==> src/wd_pkg.sv <==
// Package with the constants shared by the watchdog files.
package wd_pkg;

   // ------------------------------------------------------------
   // Counter geometry and values after reset
   // ------------------------------------------------------------
   localparam int          CNT_W      = 16;
   localparam logic [15:0] CNT_RELOAD = 16'hffff;
   localparam logic [15:0] CNT_ZERO   = 16'h0000;

   // ------------------------------------------------------------
   // Flag values after system reset
   // ------------------------------------------------------------
   localparam logic        EN_RESET   = 1'b1;
   localparam logic        FLAG_RESET = 1'b0;

endpackage : wd_pkg

==> src/wd_runaway.sv <==
// Program run-away watchdog with restart/disable decode and reset pin.
`timescale 1ns/1ns

module wd_runaway (
   // Clock and synchronous system reset
   input  wire logic        clk_sys,
   input  wire logic        rst_n,
   // Core side: instruction clock and decoded instructions
   input  wire logic        instr_tick,
   input  wire logic        instr_exec,
   input  wire logic        wd_restart_instruction,
   input  wire logic        wd_disable_instruction,
   input  wire logic        ram_backup_entry,
   output logic             skip_next,
   // Status
   output logic             wd_function_enable_flag,
   output logic             wd_first_underflow_flag,
   output logic             wd_second_underflow_flag,
   output logic             wd_reset,
   // Open-drain reset pin
   output logic             reset_pin_o,
   output logic             reset_pin_oe_n
);

   // ------------------------------------------------------------
   // Signals
   // ------------------------------------------------------------
   logic [wd_pkg::CNT_W-1:0] wd_count;
   logic                     underflow;
   logic                     en_r;
   logic                     flag1_r;
   logic                     flag2_r;
   logic                     rst_out_r;
   logic                     skip_r;
   logic                     dis_pend_r;
   wire                      restart;
   wire                      disable_ex;
   wire                      restart_off;
   wire                      count_dec;
   wire                      second_uf;
   wire                      flag1_nxt;

   // ------------------------------------------------------------
   // Decode
   // ------------------------------------------------------------
   // The disable needs the restart as the very next instruction, so a
   // pending mark survives only until the next executed instruction.
   assign restart     = instr_exec && wd_restart_instruction;
   assign disable_ex  = instr_exec && wd_disable_instruction;
   assign restart_off = restart && dis_pend_r;
   assign count_dec   = instr_tick && en_r;
   // A restart in the same cycle counts as executed before the underflow.
   assign second_uf   = underflow && flag1_r && !restart;
   // Setting wins over the restart's clear of the first flag.
   assign flag1_nxt   = underflow ? 1'b1 :
                        (restart ? 1'b0 : flag1_r);

   // Counter, reloaded by reset and by RAM back-up entry.
   wd_down_counter #(
      .WIDTH  (wd_pkg::CNT_W),
      .RELOAD (wd_pkg::CNT_RELOAD)
   ) u_cnt (
      .clk_sys   (clk_sys),
      .rst_n     (rst_n),
      .load      (ram_backup_entry),
      .dec       (count_dec),
      .count     (wd_count),
      .underflow (underflow)
   );

   // ------------------------------------------------------------
   // Enable flag and disable pairing
   // ------------------------------------------------------------
   // Back-up entry re-enables; software must disable again on return.
   always_ff @(posedge clk_sys) begin
      if (!rst_n) begin
         en_r       <= wd_pkg::EN_RESET;
         dis_pend_r <= 1'b0;
      end else begin
         if (ram_backup_entry) begin
            en_r <= 1'b1;
         end else if (restart_off) begin
            en_r <= 1'b0;
         end
         if (instr_exec) begin
            dis_pend_r <= disable_ex;
         end
      end
   end

   // ------------------------------------------------------------
   // Underflow flags, skip and reset request
   // ------------------------------------------------------------
   // The reset request holds until the system reset it causes arrives.
   always_ff @(posedge clk_sys) begin
      if (!rst_n) begin
         flag1_r   <= wd_pkg::FLAG_RESET;
         flag2_r   <= wd_pkg::FLAG_RESET;
         rst_out_r <= 1'b0;
         skip_r    <= 1'b0;
      end else begin
         flag1_r   <= ram_backup_entry ? 1'b0 : flag1_nxt;
         skip_r    <= restart && flag1_r;
         if (second_uf) begin
            flag2_r   <= 1'b1;
            rst_out_r <= 1'b1;
         end
      end
   end

   // ------------------------------------------------------------
   // Outputs
   // ------------------------------------------------------------
   // The pin is only ever pulled low; the enable is active low.
   assign reset_pin_o              = 1'b0;
   assign reset_pin_oe_n           = !rst_out_r;
   assign wd_reset                 = rst_out_r;
   assign skip_next                = skip_r;
   assign wd_function_enable_flag  = en_r;
   assign wd_first_underflow_flag  = flag1_r;
   assign wd_second_underflow_flag = flag2_r;

   // ------------------------------------------------------------
   // Assertions
   // ------------------------------------------------------------
   property p_count_dec;
      @(posedge clk_sys) disable iff (!rst_n)
      (count_dec && !ram_backup_entry && wd_count != '0)
         |=> wd_count == $past(wd_count) - 16'h0001;
   endproperty
   a_count_dec: assert property (p_count_dec)
      else $error("Counter did not step down by one.");

   property p_first_flag;
      @(posedge clk_sys) disable iff (!rst_n)
      (count_dec && wd_count == '0 && !ram_backup_entry)
         |=> wd_first_underflow_flag && wd_count == 16'hffff;
   endproperty
   a_first_flag: assert property (p_first_flag)
      else $error("Underflow did not set first flag.");

   property p_second;
      @(posedge clk_sys) disable iff (!rst_n)
      (underflow && flag1_r && !restart)
         |=> wd_second_underflow_flag && wd_reset;
   endproperty
   a_second: assert property (p_second)
      else $error("Second underflow did not request reset.");

   property p_pin;
      @(posedge clk_sys) disable iff (!rst_n)
      wd_reset |-> !reset_pin_oe_n && !reset_pin_o;
   endproperty
   a_pin: assert property (p_pin)
      else $error("Reset pin not pulled low.");

   property p_backup_en;
      @(posedge clk_sys) disable iff (!rst_n)
      ram_backup_entry |=> wd_function_enable_flag
         && !wd_first_underflow_flag && wd_count == 16'hffff;
   endproperty
   a_backup_en: assert property (p_backup_en)
      else $error("Back-up entry did not initialise watchdog.");

   // Helper mark of the last executed instruction, kept apart from the
   // pairing register so that any number of idle cycles is covered.
   logic chk_dis_r;

   always_ff @(posedge clk_sys) begin
      if (!rst_n) begin
         chk_dis_r <= 1'b0;
      end else if (instr_exec) begin
         chk_dis_r <= wd_disable_instruction;
      end
   end

   property p_off;
      @(posedge clk_sys) disable iff (!rst_n)
      (restart && chk_dis_r && !ram_backup_entry)
         |=> !wd_function_enable_flag;
   endproperty
   a_off: assert property (p_off)
      else $error("Disable then restart did not disable.");

   property p_dis_alone;
      @(posedge clk_sys) disable iff (!rst_n)
      (disable_ex && !restart_off && en_r) |=> en_r;
   endproperty
   a_dis_alone: assert property (p_dis_alone)
      else $error("Lone disable changed the enable flag.");

   property p_skip;
      @(posedge clk_sys) disable iff (!rst_n)
      (restart && flag1_r && !underflow && !ram_backup_entry)
         |=> skip_next && !wd_first_underflow_flag;
   endproperty
   a_skip: assert property (p_skip)
      else $error("Restart with flag set did not skip.");

   property p_no_skip;
      @(posedge clk_sys) disable iff (!rst_n)
      (restart && !flag1_r) |=> !skip_next;
   endproperty
   a_no_skip: assert property (p_no_skip)
      else $error("Restart with flag clear skipped.");

   property p_sys_reset;
      @(posedge clk_sys)
      !rst_n |=> !wd_first_underflow_flag && !wd_second_underflow_flag
         && wd_count == 16'hffff && wd_function_enable_flag;
   endproperty
   a_sys_reset: assert property (p_sys_reset)
      else $error("System reset did not initialise watchdog.");

   c_underflow: cover property (@(posedge clk_sys) disable iff (!rst_n)
      underflow);
   c_wd_reset: cover property (@(posedge clk_sys) disable iff (!rst_n)
      $rose(wd_reset));
   c_off: cover property (@(posedge clk_sys) disable iff (!rst_n)
      restart_off);
   c_skip_dis: cover property (@(posedge clk_sys) disable iff (!rst_n)
      restart && flag1_r && !en_r);

endmodule : wd_runaway

==> src/wd_down_counter.sv <==
// Down-counter of the watchdog, with reload and underflow wrap.
`timescale 1ns/1ns

module wd_down_counter #(
   parameter int                 WIDTH  = wd_pkg::CNT_W,
   parameter logic [WIDTH-1:0]   RELOAD = wd_pkg::CNT_RELOAD
) (
   // Clock and synchronous reset
   input  wire logic             clk_sys,
   input  wire logic             rst_n,
   // Control
   input  wire logic             load,
   input  wire logic             dec,
   // State
   output logic [WIDTH-1:0]      count,
   output logic                  underflow
);

   logic [WIDTH-1:0] count_r;
   logic [WIDTH-1:0] count_nxt;
   wire              at_zero;

   // ------------------------------------------------------------
   // Next count
   // ------------------------------------------------------------
   // Load outranks a count pulse so a reload never loses a cycle.
   assign at_zero   = (count_r == '0);
   assign count_nxt = load ? RELOAD : (count_r - WIDTH'(1));
   assign underflow = dec && !load && at_zero;
   assign count     = count_r;

   // A count pulse at zero wraps to all ones, the underflow event.
   always_ff @(posedge clk_sys) begin
      if (!rst_n) begin
         count_r <= RELOAD;
      end else if (load || dec) begin
         count_r <= count_nxt;
      end
   end

endmodule : wd_down_counter

==> config.mk <==
export PLATFORM = sky130hd
export DESIGN_NAME = wd_runaway
export DESIGN_NICKNAME = d
export VERILOG_FILES = /design/src/wd_pkg.sv /design/src/wd_runaway.sv /design/src/wd_down_counter.sv
export SDC_FILE = /design/constraint.sdc
export NUM_CORES = 1
export LEC_CHECK = 0
export BUFFER_PORTS_ARGS = -buffer_cell sky130_fd_sc_hd__buf_2
export CAP_MARGIN = 20
export CORE_UTILIZATION = 40
export CTS_CLUSTER_DIAMETER = 60
export DETAILED_ROUTE_END_ITERATION = 10
export MAX_ROUTING_LAYER = met4
export SLEW_MARGIN = 30
export SYNTH_ARGS = -nofsm -noshare
export SYNTH_HDL_FRONTEND = slang
export SYNTH_SLANG_ARGS = --single-unit
export TNS_END_PERCENT = 10
==> constraint.sdc <==
create_clock -name clk_sys -period 3.6 [get_ports clk_sys]
set_input_delay 0.54 -clock clk_sys [delete_from_list [all_inputs] [get_ports clk_sys]]
set_output_delay 0.54 -clock clk_sys [all_outputs]
set_load 0.005 [all_outputs]
-- Word-level counts from Yosys, hierarchy flattened
Index checks and enable logic that the tools add are counted.
- bits in registers: 21
- bits in latches: 0
- memory bits (writable): 0
- bits in read-only memories: 0
- bits of input ports: 7
- output and inout bits: 7
- memories: 0
- $add $sub $neg: 1
- $mul: 0
- divide/modulo/power cells: 0
- $lt $le $gt $ge: 0
- equal/unequal tests: 0
- shifts and indexed selects: 0
- mux-type cells: 3
- bitwise gates (word level): 1
- reduce and logical (&&, ||, !) cells: 16
- operator list (cell ; count):
    $logic_not A16 Y1 ; 1
    $mux W16 ; 1
    $sub A16 B1 Y16 const B ; 1
    $logic_and A1 B1 Y1 ; 9
    $logic_not A1 Y1 ; 3
    $mux W1 ; 2
    $reduce_bool A2 Y1 ; 1
    $reduce_or A2 Y1 ; 1
    $logic_or A1 B1 Y1 ; 1
    $not A1 Y1 ; 1

-- Depth between registers and ports, before layout
Gate-level depths: netlist of run 1.
- depth in word-level cells: 5
- mapped depth: 5
- mapped depth without buffers: 5

-- By module
Synthesis of run 1 repeated with hierarchy kept, for this count alone.
- cell total of the unflattened synthesis: 103
- area total of the unflattened synthesis: 949.7 sq um
- by module, submodules not included (module ; instances ; cells an instance ; area each (sq um) ; seq. area each (sq um)):
    wd_down_counter ; 1 ; 81 ; 740.7 ; 320.3
    wd_runaway ; 1 ; 22 ; 209.0 ; 100.1

-- Worst setup path after synthesis of run 1
Ideal clock, no wire load.
- path type: input to register
- from: input port instr_tick
- to: register u_cnt.count_r[14], in the netlist u_cnt.count[14]
- arrival time: 1.416 ns
- data required time: 3.479 ns
- path slack: 2.063 ns
- stages: 4
- buffers on the path: 0
- cell sequence: and4bb_1 nand3b_4 or2_4 mux2_4
- longest elaborated chain between the ends: 2
- RTL lines (item ; RTL line ; text):
    from (decl) ; wd_runaway.sv:9 ; input wire logic instr_tick,
    $logic_and A1 B1 Y1 ; wd_runaway.sv:51 ; assign count_dec = instr_tick && en_r;
    $logic_or A1 B1 Y1 ; wd_down_counter.sv:36 ; end else if (load || dec) begin
    to (signal assigned) ; wd_down_counter.sv:37 ; count_r <= count_nxt;
    to (decl) ; wd_down_counter.sv:19 ; logic [WIDTH-1:0] count_r;
No other way between the ends.
A chain may end at the register's enable or synchronous reset.

-- Worst setup path after layout of run 1
- from: register en_r, in the netlist wd_function_enable_flag
- to: register u_cnt.count_r[14], in the netlist u_cnt.count[14]
- longest elaborated chain between the ends: 2
- RTL lines (item ; RTL line ; text):
    from (decl) ; wd_runaway.sv:30 ; logic en_r;
    from (signal assigned) ; wd_runaway.sv:77 ; en_r <= wd_pkg::EN_RESET;
    $logic_and A1 B1 Y1 ; wd_runaway.sv:51 ;
    $logic_or A1 B1 Y1 ; wd_down_counter.sv:36 ;
No other way between the ends.

==> flow_metrics.env, run 1 <==
export IMPL_post_cts_resized=0
export IMPL_setup_viol=0
export IMPL_gr_total_overflow=0
export IMPL_clk_latency_ns=0.29
export IMPL_syn2layout_area_growth_pct=10.5
export IMPL_clockBufferDepth=2
export IMPL_grt_pass1_wl_mm=2.93
export IMPL_wire_per_inst_um=10.7
export IMPL_post_place_ws_ns=1.70
export IMPL_report_final_hold_viol_count=0
export IMPL_dr_wl_met2_um=723
export IMPL_gp_congestion=0.772
export IMPL_fin_cells=150
export IMPL_cp_max_fo=12
export IMPL_ys_async_sr_fraction_pct=0
export IMPL_yosys_warnings=0
export IMPL_core_area_um2=2250
export IMPL_syn_inst=110
export IMPL_synth_nets=118
export IMPL_timing_critical_path_from="wd_function_enable_flag"
export IMPL_clkTransAtPathRegs_ns=0.10
export IMPL_peakVddDrop_v=0.000242
export IMPL_cp_slowest_stage_delay_ns=0.49
export IMPL_hold_buffers=0
export IMPL_drc=0
export IMPL_cts_sinks=21
export IMPL_synth_edf_count=0
export IMPL_fin_tns_setup_ns=0
export IMPL_finalMaxSlewViolations=0
export IMPL_worstPathArrival_ns=1.87
export IMPL_path_class="reg -> reg"
export IMPL_drive_gt1_share_pct=18.0
export IMPL_end_kind="register"
export IMPL_pin_count=14
export IMPL_multi_input_area_um2=507
export IMPL_dr_wl_met3_um=96
export IMPL_worstHoldStart="wd_first_underflow_flag"
export IMPL_ys_flop_type="dfxtp_1"
export IMPL_synth_seq_area_share_pct=43.5
export IMPL_fillCellCount=236
export IMPL_drt_total_wl_mm=1.60
export IMPL_maxCapViolations=0
export IMPL_worstRegToRegCells=4
export IMPL_rsz0062_at_grt="no"
export IMPL_hp_class="reg -> reg"
export IMPL_synth_top_area_share_pct=43.5
export IMPL_yosysTopAreaCell="dfxtp_1"
export IMPL_fp_dieW_um=51.1
export IMPL_wl_met1_um=767
export IMPL_yosysUniqueCellTypes=35
export IMPL_utilization_pct=47.3
export IMPL_portBuffers=12
export IMPL_cts_tree="built"
export IMPL_std_cell_rows=17
export IMPL_power_density_nw_per_um2=335
export IMPL_cts_buffers=3
export IMPL_finalNetCount=131
export IMPL_dr_pass1_iters=4
export IMPL_vias_per_cell=5.15
export IMPL_synth_area_um2=966
export IMPL_cts_setup_buffers=0
export IMPL_startpoint_type="register"
export IMPL_synth_seq_cells=21
export IMPL_num_antenna_cells=0
export IMPL_dieHeight_um=51.1
export IMPL_fin_crit_sh_pct=46.5
export IMPL_yosys_top_cells_area="dfxtp_1 44%, nand2_1 7.8%, xor2_1 7.3%, nand3_1 4.1%, o21ai_0 3.1%"
export IMPL_cp_cell_sequence="and4bb_1 -> nand3b_4 -> or2_4 -> mux2_4"
export IMPL_final_antenna_net_count=0
export IMPL_power_leakage_nw=0.443
export IMPL_grt_pass1_vias=719
export IMPL_synth_commonest_cells="21 x dfxtp_1, 20 x nand2_1, 8 x nand3_1, 8 x xor2_1, 7 x nor2_1"
export IMPL_setup_ws_ns=1.93
export IMPL_grt_usage_pct=15.5
export IMPL_status="finished clean"
export IMPL_grt_max_degree=22
export IMPL_power_w=0.000358
export IMPL_die_area_um2=2620
export IMPL_min_path_cells=2
export IMPL_dpl_cell_count=146
export IMPL_cpMaxStageDelayCell="and4bb_1"
export IMPL_regArea_um2=420
export IMPL_top_layer_used="met4"
export IMPL_yosysMostFrequentCell="dfxtp_1"
export IMPL_clockRootBuffer="clkbuf_4"
export IMPL_max_freq_ghz=0.597
export IMPL_via_count=773
export IMPL_dp_hpwl_mm=1.18
export IMPL_r2r_start="wd_function_enable_flag"
export IMPL_skew_ns=0.00259
export IMPL_antenna_found_initial=0
export IMPL_start_util_pct=42.8
export IMPL_drtIter0Drc=10
export IMPL_syn_area_per_cell_um2=8.78
export IMPL_h_tree_depth=1
export IMPL_worstPathRequired_ns=3.79
export IMPL_fin_crit_ns=1.67
registers in the layout (all words and copies together) (netlist names):
| register | cells |
|---|---|
| wd_reset | 1 |
| wd_first_underflow_flag | 1 |
| wd_function_enable_flag | 1 |
| u_cnt.count | 16 |
| skip_next | 1 |
| dis_pend_r | 1 |
metal layers:
layer  vias up  global-route usage [%]
li1        399                       -
met1       352                    18.2
met2        20                    25.0
met3         2                    6.25
met4         0                    2.78
met5         -                       -
layout by cell type, fill, tap and decap left out, types with 2 or more instances in the layout:
master,netlist,layout
dfxtp_1,21,21
nand2_1,20,20
buf_2,1,12
nand3_1,8,8
xor2_1,8,8
nor2_1,7,7
o21ai_0,6,6
inv_1,3,3
and3_1,3,3
nor3_1,3,3
nand4_1,3,3
clkbuf_4,0,3
a21oi_1,2,2
nor2b_1,2,2
final timing paths:
path                                   endpoint  slack (ns)
worst max-delay path            u_cnt.count[14]        1.93
worst min-delay path                  skip_next        0.46
worst max register to register  u_cnt.count[14]        1.93
worst min register to register        skip_next        0.46
kinds of logic (layout without fill, tap and decap cells):
logic type	Yosys count	in the layout	synth area share, %
adders and majority gates	1	1	1.30
other	1	1	0.388
muxes	2	2	2.59
buffers and inverters	8	20	4.01
xor gates and xnor gates	9	9	8.16
DFF	21	21	43.5
AOI/OAI and AO/OA	11	11	6.48
and+or+nand+nor	57	57	33.6
power by group:
part	total (W)	internal, W	switching, W
Sequential	0.000236	0.000234	0.00000154
Clock	0.000106	0.0000431	0.0000629
Combinational	0.0000162	0.00000681	0.00000938
worst max-delay path: cells and delay by family (launching register included):
family / cells / cell delay (ns)
and+or+nand+nor: 3 / 0.88
DFF: 1 / 0.40
muxes: 1 / 0.29
area by class of cell:
type                       count  area share [%]
tap                           28            3.28
multi-input combinational     81            47.5
sequential                    21            39.4
inverter                       3            1.06
clock buffer                   4            2.46
timing repair buffer          13            6.33
stage by stage:
stage	hold slack, ns	area (um^2)
final	0.465	1070
after global placement	0.449	1040
after detailed placement	0.449	1040
after CTS	0.467	1070
after global routing	0.483	1070
after floorplan	0.449	966
Note: power is estimated with default switching activity, not from simulation.
==> run 2: changes to the inputs <==
==> constraint.sdc (replaced) <==
create_clock -name clk_sys -period 1.6 [get_ports clk_sys]
set_input_delay 0.24 -clock clk_sys [delete_from_list [all_inputs] [get_ports clk_sys]]
set_output_delay 0.24 -clock clk_sys [all_outputs]
set_load 0.005 [all_outputs]
==> run 2 against run 1 <==
Net effect:
- clock power increased by 130%
- cell area rose by 4.2%
- cell count up 4.0%
- clock-buffer cell count stayed put
- first-iteration DRC count fell by 30%
- clock skew up 0.0030 ns
- sequential share of layout area is 1.6 points lower
- routed wire length increased by 13%
- global-route usage up 2.3 points
==> flow_metrics.env, run 2 (synthesis results as in run 1) <==
export IMPL_finalMaxSlewViolations=0
export IMPL_clkTransAtPathRegs_ns=0.11
export IMPL_start_util_pct=42.8
export IMPL_hold_buffers=0
export IMPL_worstPathRequired_ns=1.79
export IMPL_peakVddDrop_v=0.000558
export IMPL_via_count=806
export IMPL_grt_usage_pct=17.8
export IMPL_power_leakage_nw=0.474
export IMPL_max_freq_ghz=0.679
export IMPL_drc=0
export IMPL_place_area_um2=1090
export IMPL_cts_setup_buffers=0
export IMPL_hp_class="in -> reg"
export IMPL_dr_wl_met3_um=62
export IMPL_cp_cell_sequence="and4bb_1 -> nand3b_4 -> or2_4 -> mux2_4"
export IMPL_std_cell_rows=17
export IMPL_wire_per_inst_um=11.5
export IMPL_fin_crit_ns=1.47
export IMPL_clockRootBuffer="clkbuf_4"
export IMPL_grt_pass1_wl_mm=3.33
export IMPL_gr_total_overflow=0
export IMPL_stdcell_area_um2=1110
export IMPL_status="finished clean"
export IMPL_h_tree_depth=1
export IMPL_largest_reg_flops=16
export IMPL_portBuffers=12
export IMPL_finalNetCount=137
export IMPL_cp_slowest_stage_delay_ns=0.37
export IMPL_fin_tns_setup_ns=0
export IMPL_cts_tree="built"
export IMPL_drive_gt1_share_pct=21.9
export IMPL_fin_crit_sh_pct=92.0
export IMPL_end_kind="register"
export IMPL_grt_pass1_vias=778
export IMPL_cp_max_fo=3
export IMPL_wl_met1_um=849
export IMPL_maxCapViolations=0
export IMPL_final_common_cell="dfxtp_1"
export IMPL_final_cell_mix="21 x dfxtp_1, 20 x nand2_1, 12 x buf_2, 8 x nand3_1, 8 x xor2_1"
export IMPL_gp_congestion=0.717
export IMPL_dp_hpwl_mm=1.39
export IMPL_post_cts_resized=0
export IMPL_pin_count=14
export IMPL_clockBufferDepth=2
export IMPL_path_class="reg -> reg"
export IMPL_antenna_found_initial=0
export IMPL_core_area_um2=2250
export IMPL_worstPathArrival_ns=1.67
export IMPL_rsz0062_at_grt="no"
export IMPL_cts_buffers=3
export IMPL_dieHeight_um=51.1
export IMPL_power_density_nw_per_um2=736
export IMPL_setup_viol=0
export IMPL_clk_latency_ns=0.30
export IMPL_dr_wl_met2_um=836
export IMPL_worstRegToRegCells=4
export IMPL_min_path_cells=3
export IMPL_top_layer_used="met4"
export IMPL_skew_ns=0.00558
export IMPL_die_area_um2=2620
export IMPL_syn2layout_area_growth_pct=15.2
export IMPL_drt_total_wl_mm=1.80
export IMPL_report_final_hold_viol_count=0
export IMPL_dr_pass1_iters=4
export IMPL_power_w=0.000819
export IMPL_vias_per_cell=5.17
export IMPL_cts_sinks=21
export IMPL_cpMaxStageDelayCell="and4bb_1"
export IMPL_startpoint_type="register"
export IMPL_drtIter0Drc=7
export IMPL_grt_max_degree=12
export IMPL_num_antenna_cells=0
export IMPL_final_antenna_net_count=0
export IMPL_fp_dieW_um=51.1
run 2: critical path: cells and delay by family, from the launching register on:
family / cells / cell delay [ns]
AND/OR/NAND/NOR: 3 / 0.74
multiplexers: 1 / 0.30
flip-flops: 1 / 0.34
run 2: final timing paths:
path,start,endpoint,slack [ns]
max,u_cnt.count[2],u_cnt.count[14],0.13
min,rst_n,wd_reset,0.18
max reg2reg,u_cnt.count[2],u_cnt.count[14],0.13
min reg2reg,wd_first_underflow_flag,skip_next,0.47
run 2: power breakdown:
part           switching [W]  leakage (nW)   total, W  internal, W
logic              0.0000233         0.289  0.0000411    0.0000178
registers         0.00000317         0.170   0.000530     0.000527
clock network       0.000150        0.0150   0.000248    0.0000971
run 2: per-stage QoR:
stage / std cells / utilization (%) / setup slack (ns) / hold slack (ns)
3_5_place_dp: 152 / 48.2 / 0.153 / 0.450
4_1_cts: 156 / 49.3 / 0.128 / 0.178
5_1_grt: 156 / 49.3 / 0.0615 / 0.197
2_1_floorplan: 110 / - / 0.133 / 0.353
6_report: 156 / 49.3 / 0.128 / 0.184
3_3_place_gp: 152 / 48.2 / 0.195 / 0.449
run 2: area by class of cell:
class	instances	area (um^2)
flip-flops and latches	21	420
inverters	3	11.3
fillers	224	1140
clock buffers	4	26.3
well taps	28	35.0
multi-input cells	81	507
repair buffers	19	113
run 2: per-layer routing:
layer  vias up  GRT usage [%]
li1        410              -
met1       370           21.2
met2        20           27.9
met3         6           3.27
met4         0           10.2
met5         -              -
